$ cat src/common/ccrp_pkg.sv
// constants and carrier types of the card reader/punch controller
// assumes a 50 MHz host clock and a 16-bit host i/o word
package ccrp_pkg;
    localparam int CLK_HZ = 50_000_000;
    localparam int COLS_PER_CARD = 80;
    localparam int COL_W = 12;
    localparam int WORD_W = 16;
    localparam int FIFO_DEPTH = 16;
    localparam int CNT_W = 7;
    // longest waits for end of operation after the channel stops
    localparam int PUNCH_EOP_US = 9000;
    localparam int READ_EOP_US = 1000;
    localparam int PUNCH_EOP_CYC = PUNCH_EOP_US * (CLK_HZ / 1_000_000);
    localparam int READ_EOP_CYC = READ_EOP_US * (CLK_HZ / 1_000_000);
    localparam logic [1:0] ST_COMMON = 2'h0;
    localparam logic [1:0] ST_READER = 2'h1;
    localparam logic [1:0] ST_PUNCH = 2'h2;
    // function word bits
    localparam int FN_CLR_INT = 0;
    localparam int FN_CLR_CTL = 1;
    localparam int FN_DATA_IE = 2;
    localparam int FN_EOP_IE = 3;
    localparam int FN_ALM_IE = 4;
    localparam int FN_FEED = 5;
    // status word bits
    localparam int SB_READY = 0;
    localparam int SB_BUSY = 1;
    localparam int SB_INT = 2;
    localparam int SB_DATA = 3;
    localparam int SB_EOP = 4;
    localparam int SB_ALARM = 5;
    localparam int SB_LOST = 6;
    localparam int SB_PROT = 7;
    typedef enum logic [1:0] {PH_IDLE, PH_RUN, PH_DRAIN} ccrp_phase_t;
    typedef struct packed {
        logic req;
        logic [1:0] station;
        logic dir_out;
        logic is_func;
        logic prot_prog;
        logic [WORD_W-1:0] wdata;
    } ccrp_req_t;
    typedef struct packed {
        logic reply;
        logic reject;
        logic [WORD_W-1:0] rdata;
    } ccrp_rsp_t;
    typedef struct packed {
        ccrp_phase_t ph;
        logic [CNT_W-1:0] cnt;
        logic data;
        logic eop;
        logic lost;
        logic den;
        logic eie;
        logic aie;
    } ccrp_stn_t;
endpackage : ccrp_pkg

$ cat src/hdl/ccrp_fifo.sv
// column word fifo between host output and punch mechanism
// assumes one clock; flush empties it in one cycle
`timescale 1ns/1ps
module ccrp_fifo #(
    parameter int WIDTH = 12,
    parameter int DEPTH = 16
) (
    input wire logic clk_in,
    input wire logic rst_n_in,
    input wire logic flush_in,
    input wire logic in_valid_in,
    input wire logic [WIDTH-1:0] in_data_in,
    output logic in_ready_out,
    output logic out_valid_out,
    output logic [WIDTH-1:0] out_data_out,
    input wire logic out_ready_in
);
    localparam int AW = $clog2(DEPTH);
    typedef struct packed {
        logic [AW-1:0] wp;
        logic [AW-1:0] rp;
        logic [AW:0] cnt;
    } ccrp_fifo_st_t;

    initial begin
        if (DEPTH < 2 || (1 << AW) != DEPTH || WIDTH < 1)
            $error("fifo depth must be a power of two");
    end

    ccrp_fifo_st_t st, next_st;
    logic [WIDTH-1:0] mem [DEPTH];
    logic push, pop;

    assign in_ready_out = (st.cnt != DEPTH[AW:0]);
    assign out_valid_out = (st.cnt != '0);
    assign out_data_out = mem[st.rp];
    assign push = in_valid_in && in_ready_out;
    assign pop = out_valid_out && out_ready_in;

    always_comb begin
        next_st = st;
        if (push)
            next_st.wp = st.wp + 1'b1;
        if (pop)
            next_st.rp = st.rp + 1'b1;
        next_st.cnt = st.cnt + {{AW{1'b0}}, push} - {{AW{1'b0}}, pop};
        if (flush_in)
            next_st = '0;
    end

    always_ff @(posedge clk_in) begin
        if (!rst_n_in)
            st <= '0;
        else
            st <= next_st;
    end

    // storage needs no reset; the counters guard every read
    always_ff @(posedge clk_in) begin
        if (push)
            mem[st.wp] <= in_data_in;
    end
endmodule : ccrp_fifo

$ cat src/hdl/ccrp_ctrl.sv
// card reader/punch controller seen from the host i/o bus
// assumes requests are one-cycle pulses synchronous to clk_in
//
// Contract
// one punch function: feed, clear, interrupt enables
// punch accepts exactly eighty columns per card
// punch end of operation within 9 ms
// eighty-first punch word gets external reject
// overlong punch: end of operation while channel busy
// read before column ready is rejected; host retries
// reader busy and ready after accepted column
// available column shows data, busy, ready
// one data interrupt per column, eighty per card
// after card: end of operation, interrupt, ready
// buffered read ends within 1 ms
// reader supplies only eighty words per card
// protect switch shows protected, ready on common
// protected: unprotected functions get external reject
// protected idle punch: protected, data, ready
// alarm shows alarm, interrupt, not ready
// alarm interrupt delivered once its enable set
// alarm not ready: reader and punch reject
// stations 0, 1, 2; reply or reject always
`timescale 1ns/1ps
module ccrp_ctrl #(
    parameter int PUNCH_EOP_CYC = ccrp_pkg::PUNCH_EOP_CYC,
    parameter int READ_EOP_CYC = ccrp_pkg::READ_EOP_CYC
) (
    input wire logic clk_in,
    input wire logic rst_n_in,
    input wire ccrp_pkg::ccrp_req_t io_req_in,
    output ccrp_pkg::ccrp_rsp_t io_rsp_out,
    input wire logic protect_sw_in,
    input wire logic alarm_in,
    input wire logic rd_col_valid_in,
    input wire logic [ccrp_pkg::COL_W-1:0] rd_col_data_in,
    output logic pun_col_valid_out,
    output logic [ccrp_pkg::COL_W-1:0] pun_col_data_out,
    input wire logic pun_col_ready_in,
    output logic data_irq_out,
    output logic eop_irq_out,
    output logic alarm_irq_out
);
    import ccrp_pkg::*;

    typedef struct packed {
        ccrp_stn_t rd;
        ccrp_stn_t pu;
        logic [COL_W-1:0] rd_hold;
        ccrp_rsp_t rsp;
        logic pv;
        logic [COL_W-1:0] pd;
        logic dirq;
        logic eirq;
        logic airq;
    } ccrp_st_t;

    initial begin
        if (PUNCH_EOP_CYC < 2 || READ_EOP_CYC < 2)
            $error("end of operation limits too short");
    end

    ccrp_st_t st, next_st;
    logic f_ready, f_valid, f_pop, push, flush;
    logic [COL_W-1:0] f_data;
    logic pu_data, rd_int, pu_int, lock;
    logic rd_take, is_stat, is_fn;

    ccrp_fifo #(
        .WIDTH(COL_W),
        .DEPTH(FIFO_DEPTH)
    ) u_fifo (
        .clk_in(clk_in),
        .rst_n_in(rst_n_in),
        .flush_in(flush),
        .in_valid_in(push),
        .in_data_in(io_req_in.wdata[COL_W-1:0]),
        .in_ready_out(f_ready),
        .out_valid_out(f_valid),
        .out_data_out(f_data),
        .out_ready_in(f_pop)
    );

    // output stage keeps the punch port straight from a flop
    assign f_pop = !st.pv || pun_col_ready_in;

    // idle punch with no finished card offers data
    assign pu_data = (st.pu.ph == PH_IDLE && !st.pu.eop) ||
                     (st.pu.ph == PH_RUN && f_ready);
    assign rd_int = (st.rd.data && st.rd.den) || (st.rd.eop && st.rd.eie);
    assign pu_int = (pu_data && st.pu.den) || (st.pu.eop && st.pu.eie);
    // not-ready alarm, and protect for requests without prot_prog, lock stations 1 and 2
    assign lock = alarm_in ||
        (protect_sw_in && !io_req_in.prot_prog);
    assign is_stat = io_req_in.is_func && !io_req_in.dir_out;
    assign is_fn = io_req_in.is_func && io_req_in.dir_out;
    assign rd_take = io_req_in.req && !is_stat && !lock && !is_fn &&
        io_req_in.station == ST_READER && !io_req_in.dir_out &&
        st.rd.data;
    assign push = io_req_in.req && !is_stat && !lock && !is_fn &&
        io_req_in.station == ST_PUNCH && io_req_in.dir_out &&
        st.pu.ph == PH_RUN && f_ready;
    assign flush = io_req_in.req && is_fn && !lock &&
        io_req_in.station == ST_PUNCH &&
        (io_req_in.wdata[FN_CLR_CTL] || io_req_in.wdata[FN_FEED]);

    function automatic ccrp_stn_t apply_fn(ccrp_stn_t s,
                                           logic [WORD_W-1:0] w);
        ccrp_stn_t r;
        r = s;
        if (w[FN_CLR_INT]) begin
            r.den = 1'b0;
            r.eie = 1'b0;
            r.aie = 1'b0;
        end
        // clear keeps the end-of-operation flag for the host to see
        if (w[FN_CLR_CTL]) begin
            r.ph = PH_IDLE;
            r.cnt = '0;
            r.data = 1'b0;
            r.lost = 1'b0;
        end
        r.den = r.den | w[FN_DATA_IE];
        r.eie = r.eie | w[FN_EOP_IE];
        r.aie = r.aie | w[FN_ALM_IE];
        if (w[FN_FEED]) begin
            r.ph = PH_RUN;
            r.cnt = '0;
            r.eop = 1'b0;
            r.data = 1'b0;
        end
        return r;
    endfunction : apply_fn

    function automatic logic [WORD_W-1:0] stat_word(ccrp_stn_t s,
        logic dat, logic irq, logic alm, logic prot);
        logic [WORD_W-1:0] w;
        w = '0;
        w[SB_READY] = !alm;
        w[SB_BUSY] = (s.ph != PH_IDLE);
        w[SB_DATA] = dat;
        w[SB_EOP] = s.eop;
        w[SB_LOST] = s.lost;
        w[SB_ALARM] = alm || s.lost;
        w[SB_INT] = irq || alm || s.lost;
        w[SB_PROT] = prot;
        return w;
    endfunction : stat_word

    always_comb begin
        next_st = st;
        next_st.rsp = '0;
        if (f_pop) begin
            next_st.pv = f_valid;
            next_st.pd = f_data;
        end
        if (io_req_in.req) begin
            next_st.rsp.reject = 1'b1;
            if (is_stat && io_req_in.station != 2'h3) begin
                next_st.rsp.reject = 1'b0;
                next_st.rsp.reply = 1'b1;
                case (io_req_in.station)
                    ST_READER: next_st.rsp.rdata = stat_word(st.rd,
                        st.rd.data, rd_int, alarm_in, protect_sw_in);
                    ST_PUNCH: next_st.rsp.rdata = stat_word(st.pu,
                        pu_data, pu_int, alarm_in, protect_sw_in);
                    default: begin
                        next_st.rsp.rdata[SB_READY] = !alarm_in;
                        next_st.rsp.rdata[SB_INT] = alarm_in ||
                            rd_int || pu_int;
                        next_st.rsp.rdata[SB_ALARM] = alarm_in;
                        next_st.rsp.rdata[SB_PROT] =
                            protect_sw_in;
                    end
                endcase
            end else if (is_fn && !lock &&
                         io_req_in.station == ST_READER) begin
                next_st.rsp = '{reply: 1'b1, reject: 1'b0, rdata: '0};
                next_st.rd = apply_fn(next_st.rd, io_req_in.wdata);
            end else if (is_fn && !lock &&
                         io_req_in.station == ST_PUNCH) begin
                next_st.rsp = '{reply: 1'b1, reject: 1'b0, rdata: '0};
                next_st.pu = apply_fn(st.pu, io_req_in.wdata);
                if (flush)
                    next_st.pv = 1'b0;
            end else if (rd_take) begin
                next_st.rsp.reply = 1'b1;
                next_st.rsp.reject = 1'b0;
                next_st.rsp.rdata = {{(WORD_W-COL_W){1'b0}}, st.rd_hold};
                next_st.rd.data = 1'b0;
                next_st.rd.cnt = st.rd.cnt + 1'b1;
                // eightieth column ends the card; no more are offered
                if (st.rd.cnt == CNT_W'(COLS_PER_CARD - 1)) begin
                    next_st.rd.ph = PH_IDLE;
                    next_st.rd.eop = 1'b1;
                end
            end else if (push) begin
                next_st.rsp.reply = 1'b1;
                next_st.rsp.reject = 1'b0;
                next_st.pu.cnt = st.pu.cnt + 1'b1;
                if (st.pu.cnt == CNT_W'(COLS_PER_CARD - 1))
                    next_st.pu.ph = PH_DRAIN;
            end
        end
        // column arrival after the host access: a take frees the hold,
        // and a lost-data set beats a clear in the same cycle
        if (rd_col_valid_in && st.rd.ph == PH_RUN) begin
            if (st.rd.data && !rd_take)
                next_st.rd.lost = 1'b1;
            else if (next_st.rd.ph == PH_RUN) begin
                next_st.rd_hold = rd_col_data_in;
                next_st.rd.data = 1'b1;
            end
        end
        // card done once the last column has left the output stage
        if (st.pu.ph == PH_DRAIN && !f_valid && !st.pv &&
            next_st.pu.ph == PH_DRAIN) begin
            next_st.pu.ph = PH_IDLE;
            next_st.pu.eop = 1'b1;
        end
        next_st.dirq = (st.rd.data && st.rd.den) ||
            (pu_data && st.pu.ph == PH_RUN && st.pu.den);
        next_st.eirq = (st.rd.eop && st.rd.eie) || (st.pu.eop && st.pu.eie);
        next_st.airq = (alarm_in || st.rd.lost) &&
            (st.rd.aie || st.pu.aie);
    end

    always_ff @(posedge clk_in) begin
        if (!rst_n_in)
            st <= '0;
        else
            st <= next_st;
    end

    assign io_rsp_out = st.rsp;
    assign pun_col_valid_out = st.pv;
    assign pun_col_data_out = st.pd;
    assign data_irq_out = st.dirq;
    assign eop_irq_out = st.eirq;
    assign alarm_irq_out = st.airq;

    // helper: cycles spent draining a punched card
    logic [31:0] drain_cyc;
    always_ff @(posedge clk_in) begin
        if (!rst_n_in || st.pu.ph != PH_DRAIN)
            drain_cyc <= '0;
        else
            drain_cyc <= drain_cyc + 32'h1;
    end
endmodule : ccrp_ctrl

$ cat config.mk
export PLATFORM = sky130hd
export DESIGN_NAME = ccrp_ctrl
export DESIGN_NICKNAME = d
export VERILOG_FILES = /design/src/common/ccrp_pkg.sv /design/src/hdl/ccrp_fifo.sv /design/src/hdl/ccrp_ctrl.sv
export SDC_FILE = /design/constraint.sdc
export NUM_CORES = 1
export LEC_CHECK = 0
export BUFFER_PORTS_ARGS = -buffer_cell sky130_fd_sc_hd__buf_2
export CORE_MARGIN = 4
export CORE_UTILIZATION = 54
export DETAILED_ROUTE_END_ITERATION = 6
export PLACE_DENSITY = 0.84
export REMOVE_ABC_BUFFERS = 1
export SYNTH_ARGS = -nofsm -noshare
export SYNTH_HDL_FRONTEND = slang
export SYNTH_SLANG_ARGS = --single-unit
$ cat constraint.sdc
create_clock -name clk_in -period 2.8 [get_ports clk_in]
set_input_delay 0.28 -clock clk_in [delete_from_list [all_inputs] [get_ports clk_in]]
set_output_delay 0.28 -clock clk_in [all_outputs]
set_load 0.01 [all_outputs]
Word level (Yosys, flattened, before mapping). Memories as Yosys holds them, arrays and structs flattened. A register that Yosys moved wholly into a read port is not among the register bits. Cells that the tools add are included.

Add/sub/neg operators: 6. Equality and inequality tests: 18. Muxes and demuxes: 55. Bitwise operators: 12. Reduce and logical (&&, ||, !) cells: 86.

Operators with widths (count): $mux W30 (2); $mux W11 (5); $mux W18 (3); $logic_and A1 B1 Y1 (37); $mux W3 (9); $mux W9 (3); $mux W10 (2); $reduce_bool A2 Y1 (9); $mux W1 (17); $mux W15 (1); $reduce_and A5 Y1 (3); $add A7 B1 Y7 const B (2); $eq A7 B7 Y1 const B (2); $logic_or A1 B1 Y1 (14); $mux W13 (1); $mux W12 (1); $mux W4 (3); $reduce_and A6 Y1 (2); $reduce_or A6 Y1 (2); $logic_not A1 Y1 (10); $add A4 B1 Y4 const B (2); $eq A2 B1 Y1 const B (4); $mux W2 (4); $eq A2 B2 Y1 const B (3); 18 further kinds (36).

Register bits after elaboration: 88. RAM bits: 192. Bits of input ports: 40. Output and inout bits: 34. Word-level logic and storage cells: 207. Memories: 1.

Memories: u_fifo.mem (depth 16, bits a word 12, read ports 1, clocked after Yosys merged registers in 1, wr ports 1, RTL line ccrp_fifo.sv:31) `logic [WIDTH-1:0] mem [DEPTH];`.

Logic depth before layout (Yosys ltp).
Word-level depth: 20. Mapped depth: 15.

Modules after synthesis. A second synthesis with hierarchy kept.

Cell total of the unflattened synthesis: 821. Area total of the unflattened synthesis: 11612.4 sq um.

Modules (own cells, without submodules): ccrp_fifo (instances 1, cells each 406, area each 8192.9 sq um, sequential area each 6105.9 sq um); ccrp_ctrl (instances 1, cells each 415, area each 3419.5 sq um, sequential area each 1401.3 sq um).

Worst setup path before layout. OpenSTA, ideal clock, no wires.

Kind: register to register. Start point: reg u_fifo.st[3] (netlist bit). End point: reg u_fifo.st[4] (netlist bit). Arrival time: 2573 ps. Data required time: 2730 ps. Setup slack: 158 ps. Stages on the path, launching flop included: 16. Clock period less this slack: 2642 ps. Path through: dfxtp_1 > inv_1 > ha_1 > nor4b_1 > nor2b_1 > clkbuf_1 > ha_1 > inv_1 > ha_1 > inv_1 > fa_1 > inv_1 > a21oi_1 > nor2_1 > or3_1 > a21oi_1.

Elaborated cells on any way between the ends: 7.

RTL lines: start: declaration (RTL line ccrp_fifo.sv:30) `ccrp_fifo_st_t st, next_st;`; start signal: assignment (RTL line ccrp_fifo.sv:55) `st <= next_st;`; $reduce_bool A5 Y1 (RTL line ccrp_fifo.sv:35) `assign out_valid_out = (st.cnt != '0);`; $logic_and A1 B1 Y1 (RTL line ccrp_fifo.sv:38) `assign pop = out_valid_out && out_ready_in;`; net u_fifo.pop (RTL line ccrp_fifo.sv:32) `logic push, pop;`; $sub A5 B1 Y5 (RTL line ccrp_fifo.sv:46) `next_st.cnt = st.cnt + {{AW{1'b0}}, push} - {{AW{1'b0}}, pop};`.

The timed path passes the listed nets, and every way through them passes these cells. A chain may end at the register's enable or synchronous reset.

Final worst setup path.
Start point: reg u_fifo.st[2] (netlist bit). End point: reg u_fifo.st[4] (netlist bit).

Cells in the longest elaborated chain, start to end: 5. Elaborated cells on any way between the ends: 7.

Ends and longest elaborated chain: $ne A5 B5 Y1 (RTL line ccrp_fifo.sv:34) `assign in_ready_out = (st.cnt != DEPTH[AW:0]);`; $logic_and A1 B1 Y1 (RTL line ccrp_ctrl.sv:102) `st.pu.ph == PH_RUN && f_ready;`; $logic_and A1 B1 Y1 (RTL line ccrp_fifo.sv:37) `assign push = in_valid_in && in_ready_out;`; $add A5 B1 Y5 (RTL line ccrp_fifo.sv:46); $sub A5 B1 Y5 (*) (RTL line ccrp_fifo.sv:46).

Every way passes the cells marked *; elsewhere a longest branch is shown, timed or not.

==> impl_metrics.csv <==
group,metric,value,unit
power_and_ir_drop,leakage,4.51,nW
global_route,overflow,0,
detailed_routing,post-route-drc-count,0,
detailed_routing,final_wl,24800,um
run,max-cap-violations,0,
floorplan,initial_core_util,55.6,%
synthesis,yosysUniqueCellTypes,69,
timing,fin_setup_tns,0,ps
global_route,grt_antenna_before_repair,0,
clocking,cts_buffers,27,
placed_design,numPortBuffers,65,
floorplan,floorplan.io_pins,74,
cells_and_area,layout-drive-gt1-share,24.5,%
global_route,grt_max_degree,34,
placed_design,place_congestion,0.845,
detailed_routing,drtIter0Drc,676,
timing,finalCritPeriodShare,91.9,%
cells_and_area,total_of_fill_cells_in_the_finished_design,1405,
status,status,"finished clean",
cells_and_area,antenna_cells,0,
timing,fmax,0.389,GHz
global_route,grt_first_pass_wirelength,38800,um
clocking,cts-root-to-sink-buffers,3,
synthesis,avgSynthCellArea,14.7,sq um
placed_design,detailedPlacementHpwl,15900,um
floorplan,die_width,153,um
timing,setup_viol,0,
timing,period_needed,2570,ps
min_path,hp-class,"input pin to flop",
setup_path,critical_path.endpoint_type,"flop",
cells_and_area,layout.nets,905,
cells_and_area,area.sequential,7510,sq um
timing,report.final.hold_viol_count,0,
setup_path,r2r_start,"u_fifo.st[2]$_SDFF_PP0_",
timing,timing.max_slew.rel_slack,57.9,%
detailed_routing,drt_pass1_iterations,5,
clocking,htreeDepth,1,
setup_path,startpoint,"u_fifo.st[2]$_SDFF_PP0_",
detailed_routing,vias_per_cell,6.03,
detailed_routing,detail-route-antenna-nets,0,
setup_path,cp_data_required_time,3260,ps
clocking,clock_tree_from_tritoncts,"built",
cells_and_area,multiInputGateArea,3470,sq um
synthesis,synth_area,11400,sq um
setup_path,crit_path_end,"u_fifo.st[4]$_SDFF_PP0_",
floorplan,floorplan.die.height,153,um
synthesis,syn-instance-count,773,
placed_design,placed_cells,1083,
power_and_ir_drop,maximum_resistive_drop_on_vdd,472,uV
clocking,worstSkewPairLatency,530,ps
timing,worstMarginPinSlew,631,ps
floorplan,core.rowCount,52,
clocking,cts.reportedPaths.clkPinSlew,60,ps
setup_path,reg2reg_setup_slack,230,ps
detailed_routing,wl_per_cell,21.7,um
timing,clock_skew,11.9,ps
power_and_ir_drop,power_density,780,nW/um^2
timing,rsz0062_at_grt,"false",
clocking,cts.sinks,279,
cells_and_area,finish.cell_count_without_fillers,1139,
floorplan,floorplan.die_area,23500,sq um
synthesis,ys_ff_latch,279,
floorplan,fp.coreArea,20500,sq um
clocking,cts.root.buffer_cell,"sky130_fd_sc_hd__clkbuf_16",
detailed_routing,vias,6870,
cells_and_area,area_growth_syn_to_layout,13.1,%
synthesis,number_of_synthesized_flops_with_an_enable_pin,192,
setup_path,cp_data_arrival_time,3030,ps
setup_path,criticalPathCategory,"flop to flop",
setup_path,path_max_fanout,2,
synthesis,part_of_the_yosys_area_used_for_sequential_elements,65.9,%
global_route,grtUsageTotal,20.8,%
synthesis,ys_async_sr_fraction,0,%
setup_path,category_of_the_worst_setup_path_launch_point,"flop",
setup_path,r2r_worst_path_depth,14,
synthesis,count_of_warnings_emitted_by_yosys,0,
timing,timing.final.max_slew_violations,0,
synthesis,synth_ff_type,"sky130_fd_sc_hd__edfxtp_1",
global_route,via_count_of_the_first_global_routing_pass,6862,
setup_path,ff_to_ff_end,"u_fifo.st[4]$_SDFF_PP0_",
-- where the power goes --
| group | total (mW) | internal (mW) | leakage [nW] | switching (mW) |
|---|---|---|---|---|
| Clock | 3.40 | 1.91 | 0.404 | 1.48 |
| Combinational | 1.94 | 1.00 | 1.68 | 0.937 |
| Sequential | 4.72 | 4.53 | 2.43 | 0.184 |
-- worst min path at each step --
stage                             start  cells past startpoint                    endpoint  slack, ps
floorplan                  io_req_in[0]                      0  u_fifo.mem[0][0]$_DFFE_PP_        380
global placement    st[43]$_SDFFE_PN0P_                      2         st[43]$_SDFFE_PN0P_        440
detailed placement  st[42]$_SDFFE_PN0P_                      2         st[42]$_SDFFE_PN0P_        450
CTS                   rd_col_data_in[6]                      3         st[40]$_SDFFE_PN0P_          1
global route          rd_col_data_in[6]                      3         st[40]$_SDFFE_PN0P_         20
finish                rd_col_data_in[0]                      3         st[34]$_SDFFE_PN0P_          7
-- cell usage after synthesis, drive strengths merged (3+ instances only) --
| library cell | count | area, sq um |
|---|---|---|
| ha | 16 | 200 |
| nand2 | 71 | 267 |
| xnor2 | 3 | 26.3 |
| mux2i | 17 | 170 |
| a22oi | 11 | 82.6 |
| a31oi | 5 | 52.6 |
| a211oi | 4 | 30.0 |
| nor2b | 5 | 38.8 |
| o22ai | 13 | 81.3 |
| nor2 | 57 | 214 |
| a221oi | 12 | 105 |
| nand3 | 16 | 85.1 |
| and2 | 7 | 46.3 |
| a311oi | 3 | 26.3 |
| a22o | 12 | 105 |
| nor3 | 11 | 60.1 |
| xor2 | 6 | 52.6 |
| clkbuf | 19 | 71.3 |
| a21oi | 25 | 125 |
| nand2b | 10 | 70.1 |
| inv | 13 | 48.8 |
| nand4 | 5 | 37.5 |
| o21ai | 10 | 50.1 |
| buf | 48 | 349 |
| edfxtp | 192 | 5770 |
| or3 | 5 | 31.3 |
| dfxtp | 87 | 1740 |
| and3 | 9 | 56.3 |
| mux4 | 48 | 1080 |
-- per-layer routing --
metal	vias up	track usage, %	wire [um]
met1	3425	28.0	9480
met3	48	2.91	1820
met4	0	5.22	598
met5	-	0	0
li1	3066	-	-
met2	331	36.1	12900
-- flip-flops by register name, summed over array words and instances, names as in the netlist, named ones only --
signal,flops
alarm_irq_out,1
data_irq_out,1
eop_irq_out,1
io_rsp_out,14
pun_col_data_out,12
pun_col_valid_out,1
st,40
u_fifo.mem,192
u_fifo.st,13
-- critical path, cell delays in order, from the launching register on --
cell,delay (ps)
sky130_fd_sc_hd__dfxtp_1,320
sky130_fd_sc_hd__inv_1,80
sky130_fd_sc_hd__ha_1,220
sky130_fd_sc_hd__nor4b_4,250
sky130_fd_sc_hd__nor2b_1,110
sky130_fd_sc_hd__ha_1,290
sky130_fd_sc_hd__inv_1,40
sky130_fd_sc_hd__ha_1,190
sky130_fd_sc_hd__inv_1,80
sky130_fd_sc_hd__fa_1,210
sky130_fd_sc_hd__inv_1,50
sky130_fd_sc_hd__a21oi_1,130
sky130_fd_sc_hd__nor2_1,60
sky130_fd_sc_hd__or3_1,350
sky130_fd_sc_hd__a21oi_1,130
-- cell families after synthesis --
family	after synthesis	share of synthesized area, %
XOR/XNOR	9	0.692
other	1	0.0329
adder cells (fa/ha/maj)	17	1.93
buffers and inverters	81	4.15
AND/OR/NAND/NOR	208	9.03
flip-flops	279	65.9
AO/OA/AOI/OAI	113	7.33
multiplexers	65	11.0
-- cells in the final DEF, fill, tap and decap left out, drive strengths merged, types with 11 or more instances in the layout --
cell type  instances
a21oi             25
a221oi            12
a22o              12
a22oi             11
buf              105
clkbuf            38
dfxtp             87
edfxtp           192
ha                16
inv               14
mux2i             17
mux4              48
nand2             71
nand3             16
nor2              57
nor3              11
o22ai             13
-- area by class of cell --
cell class | instances | share of cell area [%]
clock buffer | 38 | 5.64
clock inverter | 12 | 0.786
inverter | 14 | 0.407
multi-input combinational | 416 | 26.9
sequential | 279 | 58.2
tap | 270 | 2.62
timing repair buffer | 110 | 5.43
-- per-stage QoR --
stage	hold WS, ps	instance area, sq um	power, mW	setup WS, ps	util (%)
2_1_floorplan	379	11000	6.07	-588	-
3_3_place_gp	438	12000	6.63	238	58.5
3_5_place_dp	445	12000	6.70	121	58.5
4_1_cts	0.983	12900	10.1	68.5	62.7
5_1_grt	18.5	12900	10.5	2.19	62.9
6_report	6.52	12900	10.1	226	62.9
-- repair_timing --
action / 4_1_cts / 5_1_grt
hold buffers: 3 / 2
setup buffers: 0 / 1
gates resized for setup: 0 / 2
endpoints found under the hold margin: 3 / 2
setup endpoints to repair: 0 / 1
No activity file was read; power rests on OpenSTA's default activity.
